$ cat src/design/grsc_consts.svh
// Purpose: Named constants for the guarded reset source controller
// Assumes: Included by the package and by every design file that needs numbers
// Notes:   Offsets are APB byte addresses, one 32-bit word per register
`ifndef GRSC_CONSTS_SVH
`define GRSC_CONSTS_SVH

// Clock and time figures
`define GRSC_CLK_PERIOD_NS   10
`define GRSC_SRESET_NS       1000
`define GRSC_LVR_NS          2000

// Register byte offsets
`define GRSC_ADDR_PIN        8'h00
`define GRSC_ADDR_FLAGS      8'h04
`define GRSC_ADDR_THR        8'h08
`define GRSC_ADDR_WDT        8'h0c
`define GRSC_ADDR_IRQ_STAT   8'h10
`define GRSC_ADDR_IRQ_CLR    8'h14
`define GRSC_ADDR_IRQ_EN     8'h18
`define GRSC_ADDR_STATUS     8'h1c

// Pin-function control codes and reset value
`define GRSC_PIN_POR         8'h55
`define GRSC_PIN_IO_SEL      8'h55
`define GRSC_PIN_RES_SEL     8'haa

// Threshold select codes and reset value
`define GRSC_THR_POR         8'h66
`define GRSC_THR_1V7         8'h66
`define GRSC_THR_1V9         8'h55
`define GRSC_THR_2V55        8'h33
`define GRSC_THR_3V15        8'h99
`define GRSC_THR_3V8         8'haa
`define GRSC_THR_OFF         8'hf0

// Watchdog control layout, codes and reset value
`define GRSC_WDT_POR         8'h52
`define GRSC_WDT_EN_MSB      7
`define GRSC_WDT_EN_LSB      3
`define GRSC_WDT_DISABLE     5'h15
`define GRSC_WDT_ENABLE      5'h0a

// Reset cause flag bits
`define GRSC_FLAG_W          4
`define GRSC_FLAG_PIN        3
`define GRSC_FLAG_LV         2
`define GRSC_FLAG_THR        1
`define GRSC_FLAG_WDT        0

// Interrupt status bits
`define GRSC_IRQ_W           6
`define GRSC_IRQ_PIN         0
`define GRSC_IRQ_THR         1
`define GRSC_IRQ_LV          2
`define GRSC_IRQ_WDT         3
`define GRSC_IRQ_EXT         4
`define GRSC_IRQ_TO          5

// Status register bits
`define GRSC_STAT_TO         0
`define GRSC_STAT_LP         1
`define GRSC_STAT_LVRUN      2

`endif

$ cat src/design/grsc_pkg.sv
// Purpose: Types and decode helpers for the guarded reset source controller
// Assumes: Constants come from the shared header
// Notes:   Threshold decode is shared by the register logic and the supervisor gate
`include "grsc_consts.svh"

package grsc_pkg;

    // Supervisor level selected by the threshold code
    typedef enum logic [2:0] {
        GRSC_LV_1V7,
        GRSC_LV_1V9,
        GRSC_LV_2V55,
        GRSC_LV_3V15,
        GRSC_LV_3V8,
        GRSC_LV_OFF,
        GRSC_LV_BAD
    } grsc_lv_level_t;

    // Map a threshold code to a level; anything undefined is flagged bad
    function automatic grsc_lv_level_t grsc_lv_decode(input logic [7:0] code);
        case (code)
            `GRSC_THR_1V7:  return GRSC_LV_1V7;
            `GRSC_THR_1V9:  return GRSC_LV_1V9;
            `GRSC_THR_2V55: return GRSC_LV_2V55;
            `GRSC_THR_3V15: return GRSC_LV_3V15;
            `GRSC_THR_3V8:  return GRSC_LV_3V8;
            `GRSC_THR_OFF:  return GRSC_LV_OFF;
            default:        return GRSC_LV_BAD;
        endcase
    endfunction

endpackage

$ cat src/design/grsc_cnt_if.sv
// Purpose: Run/fire pairing between the controller and a qualify counter
// Assumes: Both ends share pclk
// Notes:   fire is a one-cycle pulse from a flip-flop
interface grsc_cnt_if;
    logic run;   // Condition being qualified, level
    logic fire;  // Qualified, one-cycle pulse

    modport ctrl (output run, input fire);
    modport cnt  (input run, output fire);
endinterface

$ cat src/design/grsc_qual_cnt.sv
// Purpose: Fires once after its run input has held for COUNT clock cycles
// Assumes: run is synchronous to pclk
// Notes:   Re-arms only when run drops, so a stuck condition fires once
module grsc_qual_cnt #(
    parameter int COUNT = 100
) (
    input  wire logic  pclk,
    input  wire logic  presetn,
    grsc_cnt_if.cnt    port
);
    localparam int W = $clog2(COUNT) + 1;

    logic [W-1:0] cnt_q;   // Cycles run has held so far
    logic         done_q;  // Already fired for this episode
    logic         fire_q;  // Pulse register

    // Count consecutive run cycles; any gap restarts from zero
    always_ff @(posedge pclk or negedge presetn) begin
        if (!presetn) begin
            cnt_q  <= '0;
            done_q <= 1'b0;
            fire_q <= 1'b0;
        end else if (!port.run) begin
            cnt_q  <= '0;
            done_q <= 1'b0;
            fire_q <= 1'b0;
        end else if (!done_q && cnt_q == W'(COUNT - 1)) begin
            fire_q <= 1'b1;
            done_q <= 1'b1;
        end else begin
            cnt_q  <= done_q ? cnt_q : cnt_q + W'(1);
            fire_q <= 1'b0;
        end
    end

    assign port.fire = fire_q;
endmodule

$ cat src/design/grsc_irq_ctrl.sv
// Purpose: Sticky event status, enable mask and one level interrupt
// Assumes: Clear strobe comes from a write to the clear register
// Notes:   An event in the same cycle as its clear stays set
module grsc_irq_ctrl #(
    parameter int W = 6
) (
    input  wire logic         pclk,
    input  wire logic         presetn,
    input  wire logic [W-1:0] set_vec,
    input  wire logic         clr_we,
    input  wire logic         en_we,
    input  wire logic [W-1:0] wdata,
    output logic      [W-1:0] status_q,
    output logic      [W-1:0] enable_q,
    output logic              irq_q
);
    // Sticky status; set beats write-one-to-clear
    always_ff @(posedge pclk or negedge presetn) begin
        if (!presetn) begin
            status_q <= '0;
        end else begin
            status_q <= (status_q & ~(clr_we ? wdata : '0)) | set_vec;
        end
    end

    // Enable mask
    always_ff @(posedge pclk or negedge presetn) begin
        if (!presetn) begin
            enable_q <= '0;
        end else if (en_we) begin
            enable_q <= wdata;
        end
    end

    // Level output, one cycle behind status
    always_ff @(posedge pclk or negedge presetn) begin
        if (!presetn) begin
            irq_q <= 1'b0;
        end else begin
            irq_q <= |(status_q & enable_q);
        end
    end
endmodule

$ cat src/design/grsc_top.sv
// Purpose: Reset source controller with noise-guarded control registers
// Assumes: All inputs synchronous to pclk; presetn is the power-on reset
// Notes:   Reset requests leave as a one-cycle pulse on sys_reset_q
//
// Decided for this implementation: the APB register port and the register offsets.
`include "grsc_consts.svh"

module grsc_top
    import grsc_pkg::*;
#(
    parameter int SRESET_CYCLES = (`GRSC_SRESET_NS + `GRSC_CLK_PERIOD_NS - 1) / `GRSC_CLK_PERIOD_NS,
    parameter int LVR_CYCLES    = `GRSC_LVR_NS / `GRSC_CLK_PERIOD_NS + 1
) (
    input  wire logic        pclk,
    input  wire logic        presetn,
    input  wire logic        psel,
    input  wire logic        penable,
    input  wire logic        pwrite,
    input  wire logic [7:0]  paddr,
    input  wire logic [31:0] pwdata,
    output logic      [31:0] prdata_q,
    output logic             pready_q,
    output logic             pslverr_q,
    input  wire logic        external_reset_pin_n,
    input  wire logic        low_supply,
    input  wire logic        low_power_mode,
    input  wire logic        wdt_timeout,
    output logic             sys_reset_q,
    output logic             pin_is_reset_q,
    output grsc_lv_level_t   lv_level_q,
    output logic             lv_monitor_on_q,
    output logic             wdt_enable_q,
    output logic             irq_q
);

    // Software-visible registers
    logic [7:0]               pin_ctrl_q;   // Shared pin function select
    logic [7:0]               thr_q;        // Supervisor threshold code
    logic [7:0]               wdt_q;        // Watchdog control word
    logic [`GRSC_FLAG_W-1:0]  flags_q;      // Sticky reset cause flags
    logic                     to_flag_q;    // Watchdog timeout status
    logic [`GRSC_IRQ_W-1:0]   irq_stat;     // Sticky event status
    logic [`GRSC_IRQ_W-1:0]   irq_en;       // Event enable mask

    // Decoded conditions
    grsc_lv_level_t           lv_level;     // Current threshold decode
    logic                     pin_bad;      // Pin control holds an undefined code
    logic                     thr_bad;      // Threshold holds an undefined code
    logic                     wdt_bad;      // Watchdog field holds an undefined code
    logic                     pin_rst;      // Pin driven low in reset mode
    logic                     wdt_act_rst;  // Timeout while running
    logic                     guard_fire;   // Guarded delay expired
    logic                     lv_fire;      // Low supply qualified
    logic                     lv_run;       // Supervisor sees a live low supply
    logic                     hw_rst;       // Any reset this cycle
    logic                     rst_not_lv;   // Any reset other than low voltage

    // Bus strobes
    logic                     setup_ph;     // APB setup cycle
    logic                     wr_acc;       // Completing write
    logic                     addr_ok;      // Address is mapped

    grsc_cnt_if guard_if ();
    grsc_cnt_if lv_if ();

    // Only these two codes are legal for the pin control
    assign pin_bad = (pin_ctrl_q != `GRSC_PIN_IO_SEL) &&
                     (pin_ctrl_q != `GRSC_PIN_RES_SEL);
    assign lv_level = grsc_lv_decode(thr_q);
    assign thr_bad  = (lv_level == GRSC_LV_BAD);
    assign wdt_bad  = (wdt_q[`GRSC_WDT_EN_MSB:`GRSC_WDT_EN_LSB] != `GRSC_WDT_DISABLE) &&
                      (wdt_q[`GRSC_WDT_EN_MSB:`GRSC_WDT_EN_LSB] != `GRSC_WDT_ENABLE);

    // Pin acts as a reset input only when the reset code is selected
    assign pin_rst = (pin_ctrl_q == `GRSC_PIN_RES_SEL) && !external_reset_pin_n;

    // A sleeping timeout is only a warm restart and does not count here
    assign wdt_act_rst = wdt_timeout && !low_power_mode;

    // Supervisor is gated off in low power and when disabled or corrupt
    // Corrupt codes are left to the guard counter, not the supervisor
    assign lv_run = low_supply && !low_power_mode &&
                    (lv_level != GRSC_LV_OFF) && !thr_bad;

    // Low-voltage reset stays apart because it must spare the threshold
    assign rst_not_lv = guard_fire || pin_rst || wdt_act_rst;
    assign hw_rst     = rst_not_lv || lv_fire;

    // Guarded delay: any corrupt control word must stay corrupt the full count
    assign guard_if.run = pin_bad || thr_bad || wdt_bad;
    assign guard_fire   = guard_if.fire;

    // One counter serves all three registers: a second corruption during a
    // count does not restart it, so the reset follows the first one's delay
    grsc_qual_cnt #(
        .COUNT (SRESET_CYCLES)
    ) u_guard (
        .pclk    (pclk),
        .presetn (presetn),
        .port    (guard_if)
    );

    // Low supply qualification: shorter dips never reach fire
    assign lv_if.run = lv_run;
    assign lv_fire   = lv_if.fire;

    // Fires once per episode; the supply must recover before it fires again
    grsc_qual_cnt #(
        .COUNT (LVR_CYCLES)
    ) u_lv (
        .pclk    (pclk),
        .presetn (presetn),
        .port    (lv_if)
    );

    // APB decode; pready is high from the first edge after reset so every access phase completes
    // Writes to the event status word or to unmapped offsets are dropped
    assign setup_ph = psel && !penable;
    assign wr_acc   = psel && penable && pwrite && pready_q;
    assign addr_ok  = (paddr == `GRSC_ADDR_PIN)      || (paddr == `GRSC_ADDR_FLAGS)   ||
                      (paddr == `GRSC_ADDR_THR)      || (paddr == `GRSC_ADDR_WDT)     ||
                      (paddr == `GRSC_ADDR_IRQ_STAT) || (paddr == `GRSC_ADDR_IRQ_CLR) ||
                      (paddr == `GRSC_ADDR_IRQ_EN)   || (paddr == `GRSC_ADDR_STATUS);

    // Pin control: power-on value, restored by every reset seen here
    // A write landing with a reset is lost, the reset takes priority
    always_ff @(posedge pclk or negedge presetn) begin
        if (!presetn) begin
            pin_ctrl_q <= `GRSC_PIN_POR;
        end else if (hw_rst) begin
            pin_ctrl_q <= `GRSC_PIN_POR;
        end else if (wr_acc && paddr == `GRSC_ADDR_PIN) begin
            pin_ctrl_q <= pwdata[7:0];
        end
    end

    // Threshold: a true low-voltage reset leaves it alone
    // The low-voltage branch keeps the code as it is and drops a write landing in that cycle
    always_ff @(posedge pclk or negedge presetn) begin
        if (!presetn) begin
            thr_q <= `GRSC_THR_POR;
        end else if (rst_not_lv) begin
            thr_q <= `GRSC_THR_POR;
        end else if (lv_fire) begin
            thr_q <= thr_q;
        end else if (wr_acc && paddr == `GRSC_ADDR_THR) begin
            thr_q <= pwdata[7:0];
        end
    end

    // Watchdog control: restored by any reset
    always_ff @(posedge pclk or negedge presetn) begin
        if (!presetn) begin
            wdt_q <= `GRSC_WDT_POR;
        end else if (hw_rst) begin
            wdt_q <= `GRSC_WDT_POR;
        end else if (wr_acc && paddr == `GRSC_ADDR_WDT) begin
            wdt_q <= pwdata[7:0];
        end
    end

    // Cause flags: writing one keeps a bit, zero clears it, set wins
    // Low-voltage flag starts clear so software never reads an unknown
    always_ff @(posedge pclk or negedge presetn) begin
        if (!presetn) begin
            flags_q <= '0;
        end else begin
            flags_q <= ((wr_acc && paddr == `GRSC_ADDR_FLAGS) ?
                        (flags_q & pwdata[`GRSC_FLAG_W-1:0]) : flags_q)
                     | {guard_fire && pin_bad,
                        lv_fire,
                        guard_fire && thr_bad,
                        guard_fire && wdt_bad};
        end
    end

    // Timeout flag: set by any timeout, cleared by writing zero
    // A sleeping timeout still sets it, though it issues no reset
    always_ff @(posedge pclk or negedge presetn) begin
        if (!presetn) begin
            to_flag_q <= 1'b0;
        end else if (wdt_timeout) begin
            to_flag_q <= 1'b1;
        end else if (wr_acc && paddr == `GRSC_ADDR_STATUS && !pwdata[`GRSC_STAT_TO]) begin
            to_flag_q <= 1'b0;
        end
    end

    // Outgoing reset pulse and decoded controls
    // Each output lags its cause by one edge, as all come from flip-flops
    always_ff @(posedge pclk or negedge presetn) begin
        if (!presetn) begin
            sys_reset_q     <= 1'b0;
            pin_is_reset_q  <= 1'b0;
            lv_level_q      <= GRSC_LV_1V7;
            lv_monitor_on_q <= 1'b0;
            wdt_enable_q    <= 1'b0;
        end else begin
            sys_reset_q     <= hw_rst;
            pin_is_reset_q  <= (pin_ctrl_q == `GRSC_PIN_RES_SEL);
            lv_level_q      <= lv_level;
            lv_monitor_on_q <= !low_power_mode && !thr_bad &&
                               (lv_level != GRSC_LV_OFF);
            wdt_enable_q    <= (wdt_q[`GRSC_WDT_EN_MSB:`GRSC_WDT_EN_LSB] ==
                                `GRSC_WDT_ENABLE);
        end
    end

    // Event status, mask and interrupt
    // Pin reset and timeout re-set their status bits while they stand,
    // so a clear in the same cycle as the event does not take
    grsc_irq_ctrl #(
        .W (`GRSC_IRQ_W)
    ) u_irq (
        .pclk     (pclk),
        .presetn  (presetn),
        .set_vec  ({wdt_timeout, pin_rst, guard_fire && wdt_bad, lv_fire,
                    guard_fire && thr_bad, guard_fire && pin_bad}),
        .clr_we   (wr_acc && paddr == `GRSC_ADDR_IRQ_CLR),
        .en_we    (wr_acc && paddr == `GRSC_ADDR_IRQ_EN),
        .wdata    (pwdata[`GRSC_IRQ_W-1:0]),
        .status_q (irq_stat),
        .enable_q (irq_en),
        .irq_q    (irq_q)
    );

    // Read data is prepared in the setup cycle, so the access phase needs no wait
    // pslverr_q stands until the next setup and means something only in access
    always_ff @(posedge pclk or negedge presetn) begin
        if (!presetn) begin
            prdata_q  <= '0;
            pslverr_q <= 1'b0;
            pready_q  <= 1'b0;
        end else begin
            pready_q <= 1'b1;
            if (setup_ph) begin
                pslverr_q <= !addr_ok;
                case (paddr)
                    `GRSC_ADDR_PIN:      prdata_q <= {24'h0, pin_ctrl_q};
                    `GRSC_ADDR_FLAGS:    prdata_q <= {28'h0, flags_q};
                    `GRSC_ADDR_THR:      prdata_q <= {24'h0, thr_q};
                    `GRSC_ADDR_WDT:      prdata_q <= {24'h0, wdt_q};
                    `GRSC_ADDR_IRQ_STAT: prdata_q <= {26'h0, irq_stat};
                    `GRSC_ADDR_IRQ_EN:   prdata_q <= {26'h0, irq_en};
                    `GRSC_ADDR_STATUS:   prdata_q <= {29'h0, lv_run, low_power_mode, to_flag_q};
                    // Clear register and unmapped addresses read zero
                    default:             prdata_q <= '0;
                endcase
            end
        end
    end
endmodule

$ cat config.mk
export PLATFORM = sky130hd
export DESIGN_NAME = grsc_top
export DESIGN_NICKNAME = d
export VERILOG_FILES = /design/src/design/grsc_pkg.sv /design/src/design/grsc_cnt_if.sv /design/src/design/grsc_qual_cnt.sv /design/src/design/grsc_irq_ctrl.sv /design/src/design/grsc_top.sv
export VERILOG_INCLUDE_DIRS = /design/src /design/src/design
export SDC_FILE = /design/constraint.sdc
export NUM_CORES = 1
export LEC_CHECK = 0
export ABC_AREA = 1
export BUFFER_PORTS_ARGS = -buffer_cell sky130_fd_sc_hd__buf_2
export CORE_MARGIN = 2
export CORE_UTILIZATION = 59
export CTS_BUF_LIST = sky130_fd_sc_hd__clkbuf_16
export CTS_CLUSTER_SIZE = 20
export DETAILED_ROUTE_END_ITERATION = 16
export PLACE_DENSITY = 0.81
export SETUP_SLACK_MARGIN = 0.15
export SLEW_MARGIN = 40
export SYNTH_ARGS = -nofsm -noshare
export SYNTH_HDL_FRONTEND = slang
export SYNTH_SLANG_ARGS = --single-unit
$ cat constraint.sdc
create_clock -name pclk -period 4.1 [get_ports pclk]
set_clock_uncertainty 0.2 [all_clocks]
set_input_delay 0.41 -clock pclk [delete_from_list [all_inputs] [get_ports pclk]]
set_output_delay 0.41 -clock pclk [all_outputs]
set_load 0.005 [all_outputs]
Yosys cells after proc, flatten, opt, wreduce, memory -nomap -nowiden

Cells that the tools add are included.

Equal/unequal tests: 30
Add/sub/neg operators: 2
Bitwise logic cells: 6
Reduce and logical (&&, ||, !) cells: 55
Muxes and demuxes: 27

Operators with widths:

| kind                                                             | number |
|---|---|
| 8-bit 2-to-1 mux                                                 | 10 |
| 8-bit one-hot mux with 7 select lines                            | 1 |
| 8-bit by 5-bit == test with 1-bit output (second input constant) | 4 |
| 8-bit == test (second input constant)                            | 4 |
| 9-bit 2-to-1 mux                                                 | 3 |
| 1-bit logical AND                                                | 26 |
| 8-bit by 7-bit == test with 1-bit output (second input constant) | 3 |
| 3-bit one-hot mux with 6 select lines                            | 1 |
| 8-bit by 4-bit == test with 1-bit output (second input constant) | 2 |
| 2-bit != test (second input constant)                            | 7 |
| 6-bit bitwise AND                                                | 2 |
| 1-bit logical OR                                                 | 12 |
| 1-bit 2-to-1 mux                                                 | 10 |
| 9-bit by 1-bit adder with 9-bit output (second input constant)   | 1 |
| 9-bit by 8-bit == test with 1-bit output (second input constant) | 1 |
| 8-bit by 1-bit adder with 8-bit output (second input constant)   | 1 |
| 8-bit by 3-bit == test with 1-bit output (second input constant) | 1 |
| 8-bit by 6-bit == test with 1-bit output (second input constant) | 1 |
| 1-bit zero test                                                  | 8 |
| 8-bit zero test                                                  | 1 |
| 8-bit by 7-bit != test with 1-bit output (second input constant) | 1 |
| 8-bit != test (second input constant)                            | 1 |
| 2-bit nonzero test                                               | 4 |
| 6-bit 2-to-1 mux                                                 | 1 |
| 12 further kinds                                                 | 14 |

Logic and storage cells: 142
Register bits: 104
Input bits: 49
Output and inout port bits: 42

Longest topological paths before layout

Gate-level depths: netlist of run 1.

Depth in word-level cells: 9
Gate-level depth with buffers: 12

Cells and area by module

Synthesis of run 1 repeated with hierarchy kept, for this count alone.

Cells, all modules: 580
Area, all modules: 4511.8 um2

By module, submodules not included:

| module                  | times used | cells each | sequential area each (um2) | area each (um2) |
|---|---|---|---|---|
| grsc_top                | 1          | 358        | 1164.9                     | 2737.6 |
| grsc_qual_cnt (u_lv)    | 1          | 93         | 275.3                      | 703.2 |
| grsc_qual_cnt (u_guard) | 1          | 73         | 250.2                      | 550.5 |
| grsc_irq_ctrl           | 1          | 56         | 325.3                      | 520.5 |

Worst setup path after synthesis of run 1

Ideal clock, no wire load.

Kind: input to register
Start: in paddr[7]
End: reg wdt_q[5]
Library setup time: 118 ps
Stages: 9
Data required time: 3782 ps
Data arrival time: 1422 ps
Slack: 2361 ps
Cell sequence: nor2_1 > nand3_2 > inv_2 > nand2_1 > nor2_2 > nor2_4 > buf_6 > nand2_1 > o21ai_2

Word-level cells in the longest chain between the ends: 3

RTL lines:

| element                                  | RTL line        | RTL |
|---|---|---|
| start, declared                          | grsc_top.sv:19  | `input wire logic [7:0] paddr,` |
| 8-bit by 4-bit == test with 1-bit output | -               |  |
| 1-bit logical AND (no line)              | -               |  |
| 2-bit nonzero test (no line)             | -               |  |
| end signal, assigned                     | grsc_top.sv:154 | `` wdt_q <= `GRSC_WDT_POR; `` |
| end signal, assigned                     | grsc_top.sv:156 | `` wdt_q <= `GRSC_WDT_POR; `` |
| end signal, assigned                     | grsc_top.sv:158 | `wdt_q <= pwdata[7:0];` |
| end, declared                            | grsc_top.sv:39  | `logic [7:0] wdt_q;` |

No other way between the ends.
A chain may end at the register's enable or synchronous reset.

Worst setup path after layout of run 1

Start: reg pin_ctrl_q[6]
End: reg wdt_q[0]

Word-level cells in the longest chain between the ends: 6

RTL lines:

| element                                                | RTL line        | RTL |
|---|---|---|
| start, declared                                        | grsc_top.sv:37  | `logic [7:0] pin_ctrl_q;` |
| start signal, assigned                                 | grsc_top.sv:129 | `` pin_ctrl_q <= `GRSC_PIN_POR; `` |
| start signal, assigned                                 | grsc_top.sv:131 | `` pin_ctrl_q <= `GRSC_PIN_POR; `` |
| start signal, assigned                                 | grsc_top.sv:133 | `pin_ctrl_q <= pwdata[7:0];` |
| 8-bit == test (no line) *                              | -               |  |
| 1-bit logical AND *                                    | grsc_top.sv:75  | `` assign pin_rst = (pin_ctrl_q == `GRSC_PIN_RES_SEL) && !external_reset_pin_n; `` |
| 1-bit logical OR * (2 in series)                       | grsc_top.sv:86  | `assign rst_not_lv = guard_fire \|\| pin_rst \|\| wdt_act_rst;` |
| 1-bit logical OR *                                     | grsc_top.sv:87  | `assign hw_rst = rst_not_lv \|\| lv_fire;` |
| via hw_rst                                             | grsc_top.sv:55  | `logic hw_rst;` |
| 8-bit 2-to-1 mux or 2-bit nonzero test (tied branches) | -               |  |

The timed path passes the listed nets; every way through them passes the cells marked *.

==> impl_metrics.prom, run 1 <==
# TYPE chip_impl_metric gauge
chip_impl_info{name="outcome",value="finished, final reports clean"} 1
chip_impl_metric{name="antenna_cells_inserted",unit=""} 0
chip_impl_metric{name="final_util",unit=""} 0.677
chip_impl_metric{name="comb_power_share",unit=""} 0.143
chip_impl_metric{name="power.switching",unit="mW"} 0.569
chip_impl_metric{name="postSynth.asyncResetShare",unit=""} 1.00
chip_impl_metric{name="final_max_slew_viols",unit=""} 0
chip_impl_metric{name="final_nets",unit=""} 651
chip_impl_metric{name="clock-sinks",unit=""} 80
chip_impl_info{name="final_common_cell",value="nand2_1"} 1
chip_impl_metric{name="inserted_clock_buffers",unit=""} 9
chip_impl_metric{name="vdd.ir_drop.worst",unit="uV"} 275
chip_impl_metric{name="tightest_slew",unit="ps"} 714
chip_impl_metric{name="cts_max_level",unit=""} 3
chip_impl_metric{name="drive_above_1_share",unit=""} 0.180
chip_impl_metric{name="ys_seq_area_frac",unit=""} 0.465
chip_impl_metric{name="timing.setup.tns",unit="ps"} 0
chip_impl_metric{name="hold_violations",unit=""} 0
chip_impl_metric{name="io_pins",unit=""} 91
chip_impl_metric{name="timing.max_slew.rel_slack",unit=""} 0.524
chip_impl_metric{name="postLayoutSetupSlackWorst",unit="ps"} 2060
chip_impl_metric{name="crit_path_max_fanout",unit=""} 12
chip_impl_metric{name="grt.total_usage",unit=""} 0.273
chip_impl_metric{name="yosys_register_bits",unit=""} 80
chip_impl_metric{name="drt_drc_violations_left",unit=""} 0
chip_impl_info{name="endpoint_kind",value="flip-flop"} 1
chip_impl_info{name="most-common-layout-cells",value="nand2_1, dfrtp_1, nor2_1, inv_1, buf_2"} 1
chip_impl_info{name="ys.flop_type",value="dfrtp_1"} 1
chip_impl_metric{name="max_stage_delay",unit="ps"} 570
chip_impl_metric{name="flow.area_growth_from_synthesis",unit="%"} 12.0
chip_impl_metric{name="post-route-period-util",unit=""} 0.497
chip_impl_metric{name="post_synth_inst_count",unit=""} 550
chip_impl_metric{name="floorplan.die_area",unit="um2"} 8050
chip_impl_metric{name="swShare",unit=""} 0.282
chip_impl_metric{name="worst_ep_arrival_time",unit="ps"} 2050
chip_impl_info{name="crit_chain",value="inv_2 > nand2_1 > nor3_2 > nand2_1 > or2_4 > nand3_4 > nor2_4 > o21ai_1"} 1
chip_impl_metric{name="cts-hold-fix-buffers",unit=""} 1
chip_impl_metric{name="setup-violations-final",unit=""} 0
chip_impl_metric{name="placement_rows",unit=""} 31
chip_impl_info{name="cts_tree",value="built"} 1
chip_impl_metric{name="finalHoldWorstSlack",unit="ps"} 105
chip_impl_metric{name="cts_setup_buffers",unit=""} 0
chip_impl_metric{name="netlist_area",unit="um2"} 4340
chip_impl_metric{name="wl",unit="mm"} 10.3
chip_impl_metric{name="max_cap_violations",unit=""} 0
chip_impl_metric{name="power.density",unit="nW/um2"} 415
chip_impl_metric{name="antenna_found_initial",unit=""} 0
chip_impl_metric{name="vias",unit=""} 3827
chip_impl_metric{name="synth-warning-count",unit=""} 0
chip_impl_info{name="cts.root.buffer_cell",value="clkbuf_16"} 1
chip_impl_info{name="critPathMostFrequentCell",value="nand2_1"} 1
chip_impl_metric{name="worst-endpoint-required",unit="ps"} 4110
chip_impl_metric{name="clock_insertion_delay_worst_skew",unit="ps"} 340
chip_impl_info{name="rsz_0062_raised_after_global_routing",value="false"} 1
chip_impl_metric{name="start_util",unit=""} 0.604
chip_impl_metric{name="dieWidth",unit="um"} 89.7
chip_impl_metric{name="grt_max_degree",unit=""} 81
chip_impl_metric{name="viasPerCell",unit=""} 5.44
chip_impl_metric{name="fmaxAchievable",unit="GHz"} 0.491
chip_impl_metric{name="hpwlAfterDp",unit="mm"} 7.66
chip_impl_metric{name="place.port_buffers",unit=""} 42
chip_impl_metric{name="final-instance-count-excl-fill",unit=""} 703
chip_impl_metric{name="global_route.overflow_total",unit=""} 0
chip_impl_metric{name="synth_edf_count",unit=""} 0
chip_impl_info{name="critical_path.startpoint_type",value="flip-flop"} 1
chip_impl_metric{name="floorplan.core_area",unit="um2"} 7180
chip_impl_metric{name="drt-wirelength-per-cell",unit="um"} 14.6
chip_impl_metric{name="finalWorstPathRequiredPeriod",unit="ps"} 2040
chip_impl_metric{name="die_height",unit="um"} 89.7
chip_impl_metric{name="grt_pass1_vias",unit=""} 3612
chip_impl_metric{name="clk_pin_slew",unit="ps"} 60
chip_impl_metric{name="globalplace.congestion",unit=""} 0.911
chip_impl_metric{name="count_of_placed_standard_cells_including_taps",unit=""} 686
chip_impl_metric{name="route.antenna.remaining_nets",unit=""} 0
chip_impl_metric{name="yosysUniqueCellTypes",unit=""} 40
chip_impl_metric{name="power.share.clock",unit=""} 0.397
chip_impl_metric{name="post_cts.resized_instances",unit=""} 0
chip_impl_metric{name="first_iteration_detailed_routing_drc_count",unit=""} 377
chip_impl_metric{name="drt_first_pass_iters",unit=""} 6
chip_impl_metric{name="total_leakage_power",unit="nW"} 2.44
chip_impl_metric{name="seq_power_share",unit=""} 0.460
chip_impl_metric{name="place_worst_setup_slack",unit="ps"} 2020
chip_impl_info{name="worst_hold_path_type",value="in -> reg"} 1
chip_impl_info{name="timing.setup.critical_path_class",value="reg -> reg"} 1
chip_impl_metric{name="synthesis.area_per_instance",unit="um2"} 7.88
chip_impl_metric{name="grt_pass1_wl",unit="mm"} 17.5
chip_impl_info{name="crit_slowest_cell",value="dfstp_2"} 1
chip_impl_metric{name="internal_power",unit="mW"} 1.45
chip_impl_metric{name="clockBufferDepth",unit=""} 2
metal layers:
layer / up-vias / routed length, um / GRT usage
met5: - / 0 / 0
met4: 0 / 187 / 0.0795
met3: 18 / 733 / 0.0495
met2: 188 / 5050 / 0.454
met1: 1811 / 4320 / 0.370
li1: 1810 / - / -
synth_stat cells (2+ instances only):
cell type / count / share of area
o21ai_2: 8 / 0.016
nor3_1: 15 / 0.017
nand2_2: 2 / 0.0029
nand4_1: 8 / 0.012
inv_1: 53 / 0.046
o211ai_1: 3 / 0.0052
nor2_4: 6 / 0.016
nand3_1: 26 / 0.030
nor3_2: 5 / 0.012
ha_1: 3 / 0.0087
inv_2: 10 / 0.0087
nor2_2: 3 / 0.0043
xor2_1: 4 / 0.0081
nand2_1: 158 / 0.14
nor4_1: 2 / 0.0029
a21oi_1: 16 / 0.018
nand3b_1: 3 / 0.0052
dfrtp_1: 69 / 0.40
buf_6: 2 / 0.0052
o21ai_1: 10 / 0.012
xnor2_1: 6 / 0.012
nor2_1: 57 / 0.049
dfstp_2: 11 / 0.067
o21ai_0: 29 / 0.033
buf_4: 24 / 0.042
conb_1: 2 / 0.0017
nand3_4: 2 / 0.0081
path summary, 6_finish.rpt:
path,endpoint,startpoint,slack (ps),cells past startpoint
setup reg to reg,wdt_q[0],pin_ctrl_q[6],2060,8
setup / recovery,wdt_q[0],pin_ctrl_q[6],2060,8
hold / removal,u_irq.status_q[5],wdt_timeout,100,3
max in group asynchronous,pin_ctrl_q[7],presetn,2730,2
min in group asynchronous,prdata_q[3],presetn,450,2
hold reg to reg,prdata_q[7],prdata_q[7],270,2
cells by family (layout without fill, tap and decap cells):
| kind of cell | after synthesis | in the layout | synth area share |
|---|---|---|---|
| compound gates | 70 | 70 | 0.0923 |
| xor+xnor | 10 | 10 | 0.0202 |
| fa+ha+maj | 3 | 3 | 0.00866 |
| buf+inv | 91 | 122 | 0.103 |
| flops | 80 | 80 | 0.465 |
| other cells | 2 | 25 | 0.00173 |
| simple gates | 294 | 294 | 0.309 |
power by group through the flow:
stage | sequential (mW) | combinational [mW] | clock, mW
floorplan | 0.923 | 0.227 | 0
global placement | 0.937 | 0.275 | 0
detailed placement | 0.938 | 0.291 | 0
CTS | 0.925 | 0.291 | 0.811
global route | 0.936 | 0.338 | 0.851
finish | 0.926 | 0.288 | 0.801
registers in the layout, indices dropped and copies added, names as in the netlist:
name / flops
pready_q: 1
thr_q: 8
u_guard.port.fire: 1
u_irq.irq_q: 1
flags_q: 4
prdata_q: 8
pin_ctrl_q: 8
lv_monitor_on_q: 1
u_lv.cnt_q: 9
lv_level_q: 3
pin_is_reset_q: 1
u_lv.done_q: 1
wdt_enable_q: 1
u_irq.status_q: 6
u_guard.cnt_q: 8
u_guard.done_q: 1
pslverr_q: 1
u_irq.enable_q: 6
wdt_q: 8
sys_reset_q: 1
to_flag_q: 1
u_lv.port.fire: 1
metrics by stage:
stage | cell area, um2 | total power [mW]
2_1_floorplan | 4420 | 1.15
3_3_place_gp | 4550 | 1.21
3_5_place_dp | 4550 | 1.23
4_1_cts | 4860 | 2.03
5_1_grt | 4860 | 2.13
6_report | 4860 | 2.01
cell type report:
class / count / area (um2)
well taps: 99 / 124
flip-flops and latches: 80 / 2020
repair buffers: 43 / 226
multi-input cells: 402 / 1960
inverters: 63 / 236
fillers: 608 / 2320
clock inverters: 7 / 70.1
clock buffers: 9 / 225
critical path, delay by kind of cell, from the launching register on:
family                 cells  cell delay, ps
and+or+nand+nor            6             970
buffers and inverters      1              40
AOI/OAI and AO/OA          1             130
DFF                        1             570
Power figures use the tool's default switching activity.
==> inputs of run 2 (changes only) <==
--- a/config.mk
+++ b/config.mk
@@ -6,14 +6,14 @@
 export SDC_FILE = /design/constraint.sdc
 export NUM_CORES = 1
 export LEC_CHECK = 0
-export ABC_AREA = 1
+export ABC_AREA = 0
 export BUFFER_PORTS_ARGS = -buffer_cell sky130_fd_sc_hd__buf_2
 export CORE_MARGIN = 2
-export CORE_UTILIZATION = 59
+export CORE_UTILIZATION = 55
 export CTS_BUF_LIST = sky130_fd_sc_hd__clkbuf_16
 export CTS_CLUSTER_SIZE = 20
 export DETAILED_ROUTE_END_ITERATION = 16
-export PLACE_DENSITY = 0.81
+export PLACE_DENSITY = 0.77
 export SETUP_SLACK_MARGIN = 0.15
 export SLEW_MARGIN = 40
 export SYNTH_ARGS = -nofsm -noshare
==> constraint.sdc (replaced) <==
create_clock -name pclk -period 1.9 [get_ports pclk]
set_clock_uncertainty 0.2 [all_clocks]
set_input_delay 0.19 -clock pclk [delete_from_list [all_inputs] [get_ports pclk]]
set_output_delay 0.19 -clock pclk [all_outputs]
set_load 0.005 [all_outputs]
==> impl_metrics.prom, run 2 <==
# TYPE chip_impl_metric gauge
chip_impl_metric{name="globalplace.congestion",unit=""} 0.962
chip_impl_metric{name="postLayoutSetupSlackWorst",unit="ps"} -132
chip_impl_info{name="reg2reg_from",value="thr_q[7]"} 1
chip_impl_metric{name="vias",unit=""} 3813
chip_impl_info{name="critical_path.startpoint_type",value="flip-flop"} 1
chip_impl_metric{name="power.density",unit="nW/um2"} 610
chip_impl_metric{name="wl",unit="mm"} 12.9
chip_impl_metric{name="r2r_setup_slack",unit="ps"} -130
chip_impl_info{name="outcome",value="complete, but fails checks"} 1
chip_impl_metric{name="floorplan.die_area",unit="um2"} 8360
chip_impl_metric{name="max_cap_violations",unit=""} 0
chip_impl_info{name="regToRegEndpoint",value="u_guard.done_q"} 1
chip_impl_metric{name="final_util",unit=""} 0.801
chip_impl_metric{name="count_of_placed_standard_cells_including_taps",unit=""} 592
chip_impl_metric{name="hpwlAfterDp",unit="mm"} 8.08
chip_impl_info{name="hp-start",value="pwdata[4]"} 1
chip_impl_metric{name="yosysUniqueCellTypes",unit=""} 61
chip_impl_metric{name="hold_violations",unit=""} 0
chip_impl_info{name="ys.flop_type",value="dfrtp_1"} 1
chip_impl_metric{name="synthesis.area_per_instance",unit="um2"} 10.6
chip_impl_metric{name="start_util",unit=""} 0.574
chip_impl_metric{name="final_nets",unit=""} 579
chip_impl_metric{name="grt_max_degree",unit=""} 29
chip_impl_info{name="synth_area_leaders",value="dfrtp_1, mux2i_1, dfstp_2, buf_4, nor2_1"} 1
chip_impl_metric{name="drt-wirelength-per-cell",unit="um"} 20.4
chip_impl_info{name="worst_hold_path_type",value="in -> reg"} 1
chip_impl_metric{name="io_pins",unit=""} 91
chip_impl_metric{name="post-route-period-util",unit=""} 1.07
chip_impl_info{name="endpoint_kind",value="flip-flop"} 1
chip_impl_metric{name="grt_pass1_vias",unit=""} 3664
chip_impl_metric{name="drt_drc_violations_left",unit=""} 0
chip_impl_metric{name="dieWidth",unit="um"} 91.4
chip_impl_metric{name="grt.total_usage",unit=""} 0.301
chip_impl_metric{name="synth_largest_type_area_fraction",unit=""} 0.411
chip_impl_metric{name="clock_insertion_delay_worst_skew",unit="ps"} 330
chip_impl_metric{name="ys_seq_area_frac",unit=""} 0.479
chip_impl_metric{name="clockBufferDepth",unit=""} 2
chip_impl_metric{name="cts_max_level",unit=""} 3
chip_impl_metric{name="drive_above_1_share",unit=""} 0.432
chip_impl_info{name="post-synth-top-count-cell",value="dfrtp_1"} 1
chip_impl_metric{name="num-fill-cells",unit=""} 414
chip_impl_metric{name="setup-violations-final",unit=""} 32
chip_impl_metric{name="clock-sinks",unit=""} 80
chip_impl_metric{name="global_route.overflow_total",unit=""} 0
chip_impl_info{name="final_common_cell",value="dfrtp_1"} 1
chip_impl_info{name="synth_top_area_cell",value="dfrtp_1"} 1
chip_impl_metric{name="flow.area_growth_from_synthesis",unit="%"} 39.7
chip_impl_metric{name="route.antenna.remaining_nets",unit=""} 0
chip_impl_metric{name="synth-warning-count",unit=""} 0
chip_impl_metric{name="crit_path_max_fanout",unit=""} 5
chip_impl_metric{name="viasPerCell",unit=""} 6.04
chip_impl_info{name="synth_commonest_cells",value="dfrtp_1, nor2_1, nand2_1"} 1
chip_impl_metric{name="fin_area",unit="um2"} 5870
chip_impl_metric{name="final_max_slew_viols",unit=""} 0
chip_impl_metric{name="tightest_slew",unit="ps"} 592
chip_impl_metric{name="drt_first_pass_iters",unit=""} 5
chip_impl_metric{name="seq_area",unit="um2"} 2020
chip_impl_metric{name="fmaxAchievable",unit="GHz"} 0.492
chip_impl_metric{name="placement_rows",unit=""} 31
chip_impl_metric{name="netlist_area",unit="um2"} 4210
chip_impl_metric{name="floorplan.core_area",unit="um2"} 7330
chip_impl_metric{name="grt_pass1_wl",unit="mm"} 19.4
chip_impl_metric{name="worst_ep_arrival_time",unit="ps"} 2030
chip_impl_metric{name="post_synth_inst_count",unit=""} 396
chip_impl_metric{name="antenna_cells_inserted",unit=""} 0
chip_impl_info{name="most-common-layout-cells",value="dfrtp_1, buf_4, buf_2, mux2i_1, nor2_1"} 1
chip_impl_metric{name="total_leakage_power",unit="nW"} 2.65
chip_impl_metric{name="final-instance-count-excl-fill",unit=""} 631
chip_impl_metric{name="postSynth.asyncResetShare",unit=""} 1.00
chip_impl_info{name="cts_tree",value="built"} 1
chip_impl_metric{name="finalHoldWorstSlack",unit="ps"} 37.7
chip_impl_metric{name="finalWorstPathRequiredPeriod",unit="ps"} 2030
chip_impl_info{name="cts.root.buffer_cell",value="clkbuf_16"} 1
chip_impl_metric{name="inserted_clock_buffers",unit=""} 9
chip_impl_metric{name="clk_pin_slew",unit="ps"} 60
chip_impl_metric{name="max_reg_flops",unit=""} 9
chip_impl_info{name="worst_hold_path.endpoint",value="u_irq.status_q[4]"} 1
chip_impl_info{name="rsz_0062_raised_after_global_routing",value="true"} 1
chip_impl_metric{name="hold-path-cell-count",unit=""} 3
chip_impl_metric{name="worst-endpoint-required",unit="ps"} 1900
chip_impl_metric{name="die_height",unit="um"} 91.4
chip_impl_metric{name="worstRegToRegCells",unit=""} 6
chip_impl_metric{name="place.port_buffers",unit=""} 42
chip_impl_info{name="violated_checks",value="setup timing"} 1
chip_impl_metric{name="detailed_place.area",unit="um2"} 5100
chip_impl_info{name="timing.setup.critical_path_class",value="reg -> reg"} 1
chip_impl_metric{name="timing.max_slew.rel_slack",unit=""} 0.600
chip_impl_metric{name="yosys_register_bits",unit=""} 80
chip_impl_metric{name="multiInputGateArea",unit="um2"} 2420
chip_impl_metric{name="vdd.ir_drop.worst",unit="uV"} 534
chip_impl_metric{name="synth_edf_count",unit=""} 0
chip_impl_info{name="largest_register",value="u_lv.cnt_q"} 1
chip_impl_metric{name="antenna_found_initial",unit=""} 0
chip_impl_metric{name="first_iteration_detailed_routing_drc_count",unit=""} 484
run 2: how the worst max path moves through the flow:
| stage | end | startpoint | cells after the start | slack (ps) |
|---|---|---|---|---|
| detailed placement | thr_q[7] | paddr[1] | 6 | -130 |
| finish | u_guard.done_q | thr_q[7] | 6 | -130 |
| CTS | u_guard.cnt_q[0] | thr_q[0] | 6 | -70 |
| floorplan | pin_ctrl_q[3] | paddr[5] | 6 | -100 |
| global route | u_lv.done_q | thr_q[5] | 7 | -220 |
| global placement | pin_ctrl_q[1] | paddr[5] | 5 | -130 |
run 2: where the power goes:
part,internal [mW],total [mW],switching [mW]
sequential,1.72,1.73,0.00916
combinational,0.130,0.325,0.195
clock,0.869,1.53,0.660
run 2: final cells by class:
type,count,share of cell area
clock buffer,9,0.0383
clock inverter,7,0.00703
inverter,8,0.00511
multi-input combinational,298,0.411
sequential,80,0.344
tap,99,0.0211
timing repair buffer,129,0.171
timing repair inverter,1,0.00128
run 2: cells by family (layout without fill, tap and decap cells):
group	after synthesis	in the layout	synth area share
simple gates	150	150	0.200
flops	80	80	0.479
compound gates	61	61	0.106
mux	46	46	0.117
buf+inv	41	154	0.0601
xor+xnor	13	13	0.0271
fa+ha+maj	3	3	0.00893
other cells	2	25	0.00179
run 2: metrics by stage:
step                total power [mW]  setup WS (ps)  setup TNS (ps)
global placement                2.02           -129           -2220
finish                          3.58           -132           -2610
floorplan                       1.90          -97.7           -1460
CTS                             3.58          -66.6            -912
global route                    3.71           -216           -5420
detailed placement              2.03           -130           -3330
run 2: routing by layer:
metal	vias up	GRT usage	wire length, um
met1	1854	0.371	4910
met5	-	0	0
met4	0	0.133	570
met3	63	0.0382	890
met2	236	0.528	6480
li1	1660	-	-
run 2: timing repair:
item	4_1_cts	5_1_grt
setup endpoints to repair	51	67
hold buffers	7	0
resized for setup	40	44
setup buffers	11	3
gates cloned	2	0
hold endpoints to repair	82	0
pin swaps	37	20
run 2: critical path: stages, from the launching register on:
cell      delay (ps)
dfrtp_2          470
buf_6            140
nor4bb_4         330
o21ai_2          140
a221oi_4         400
buf_6            190
nor2_2            30
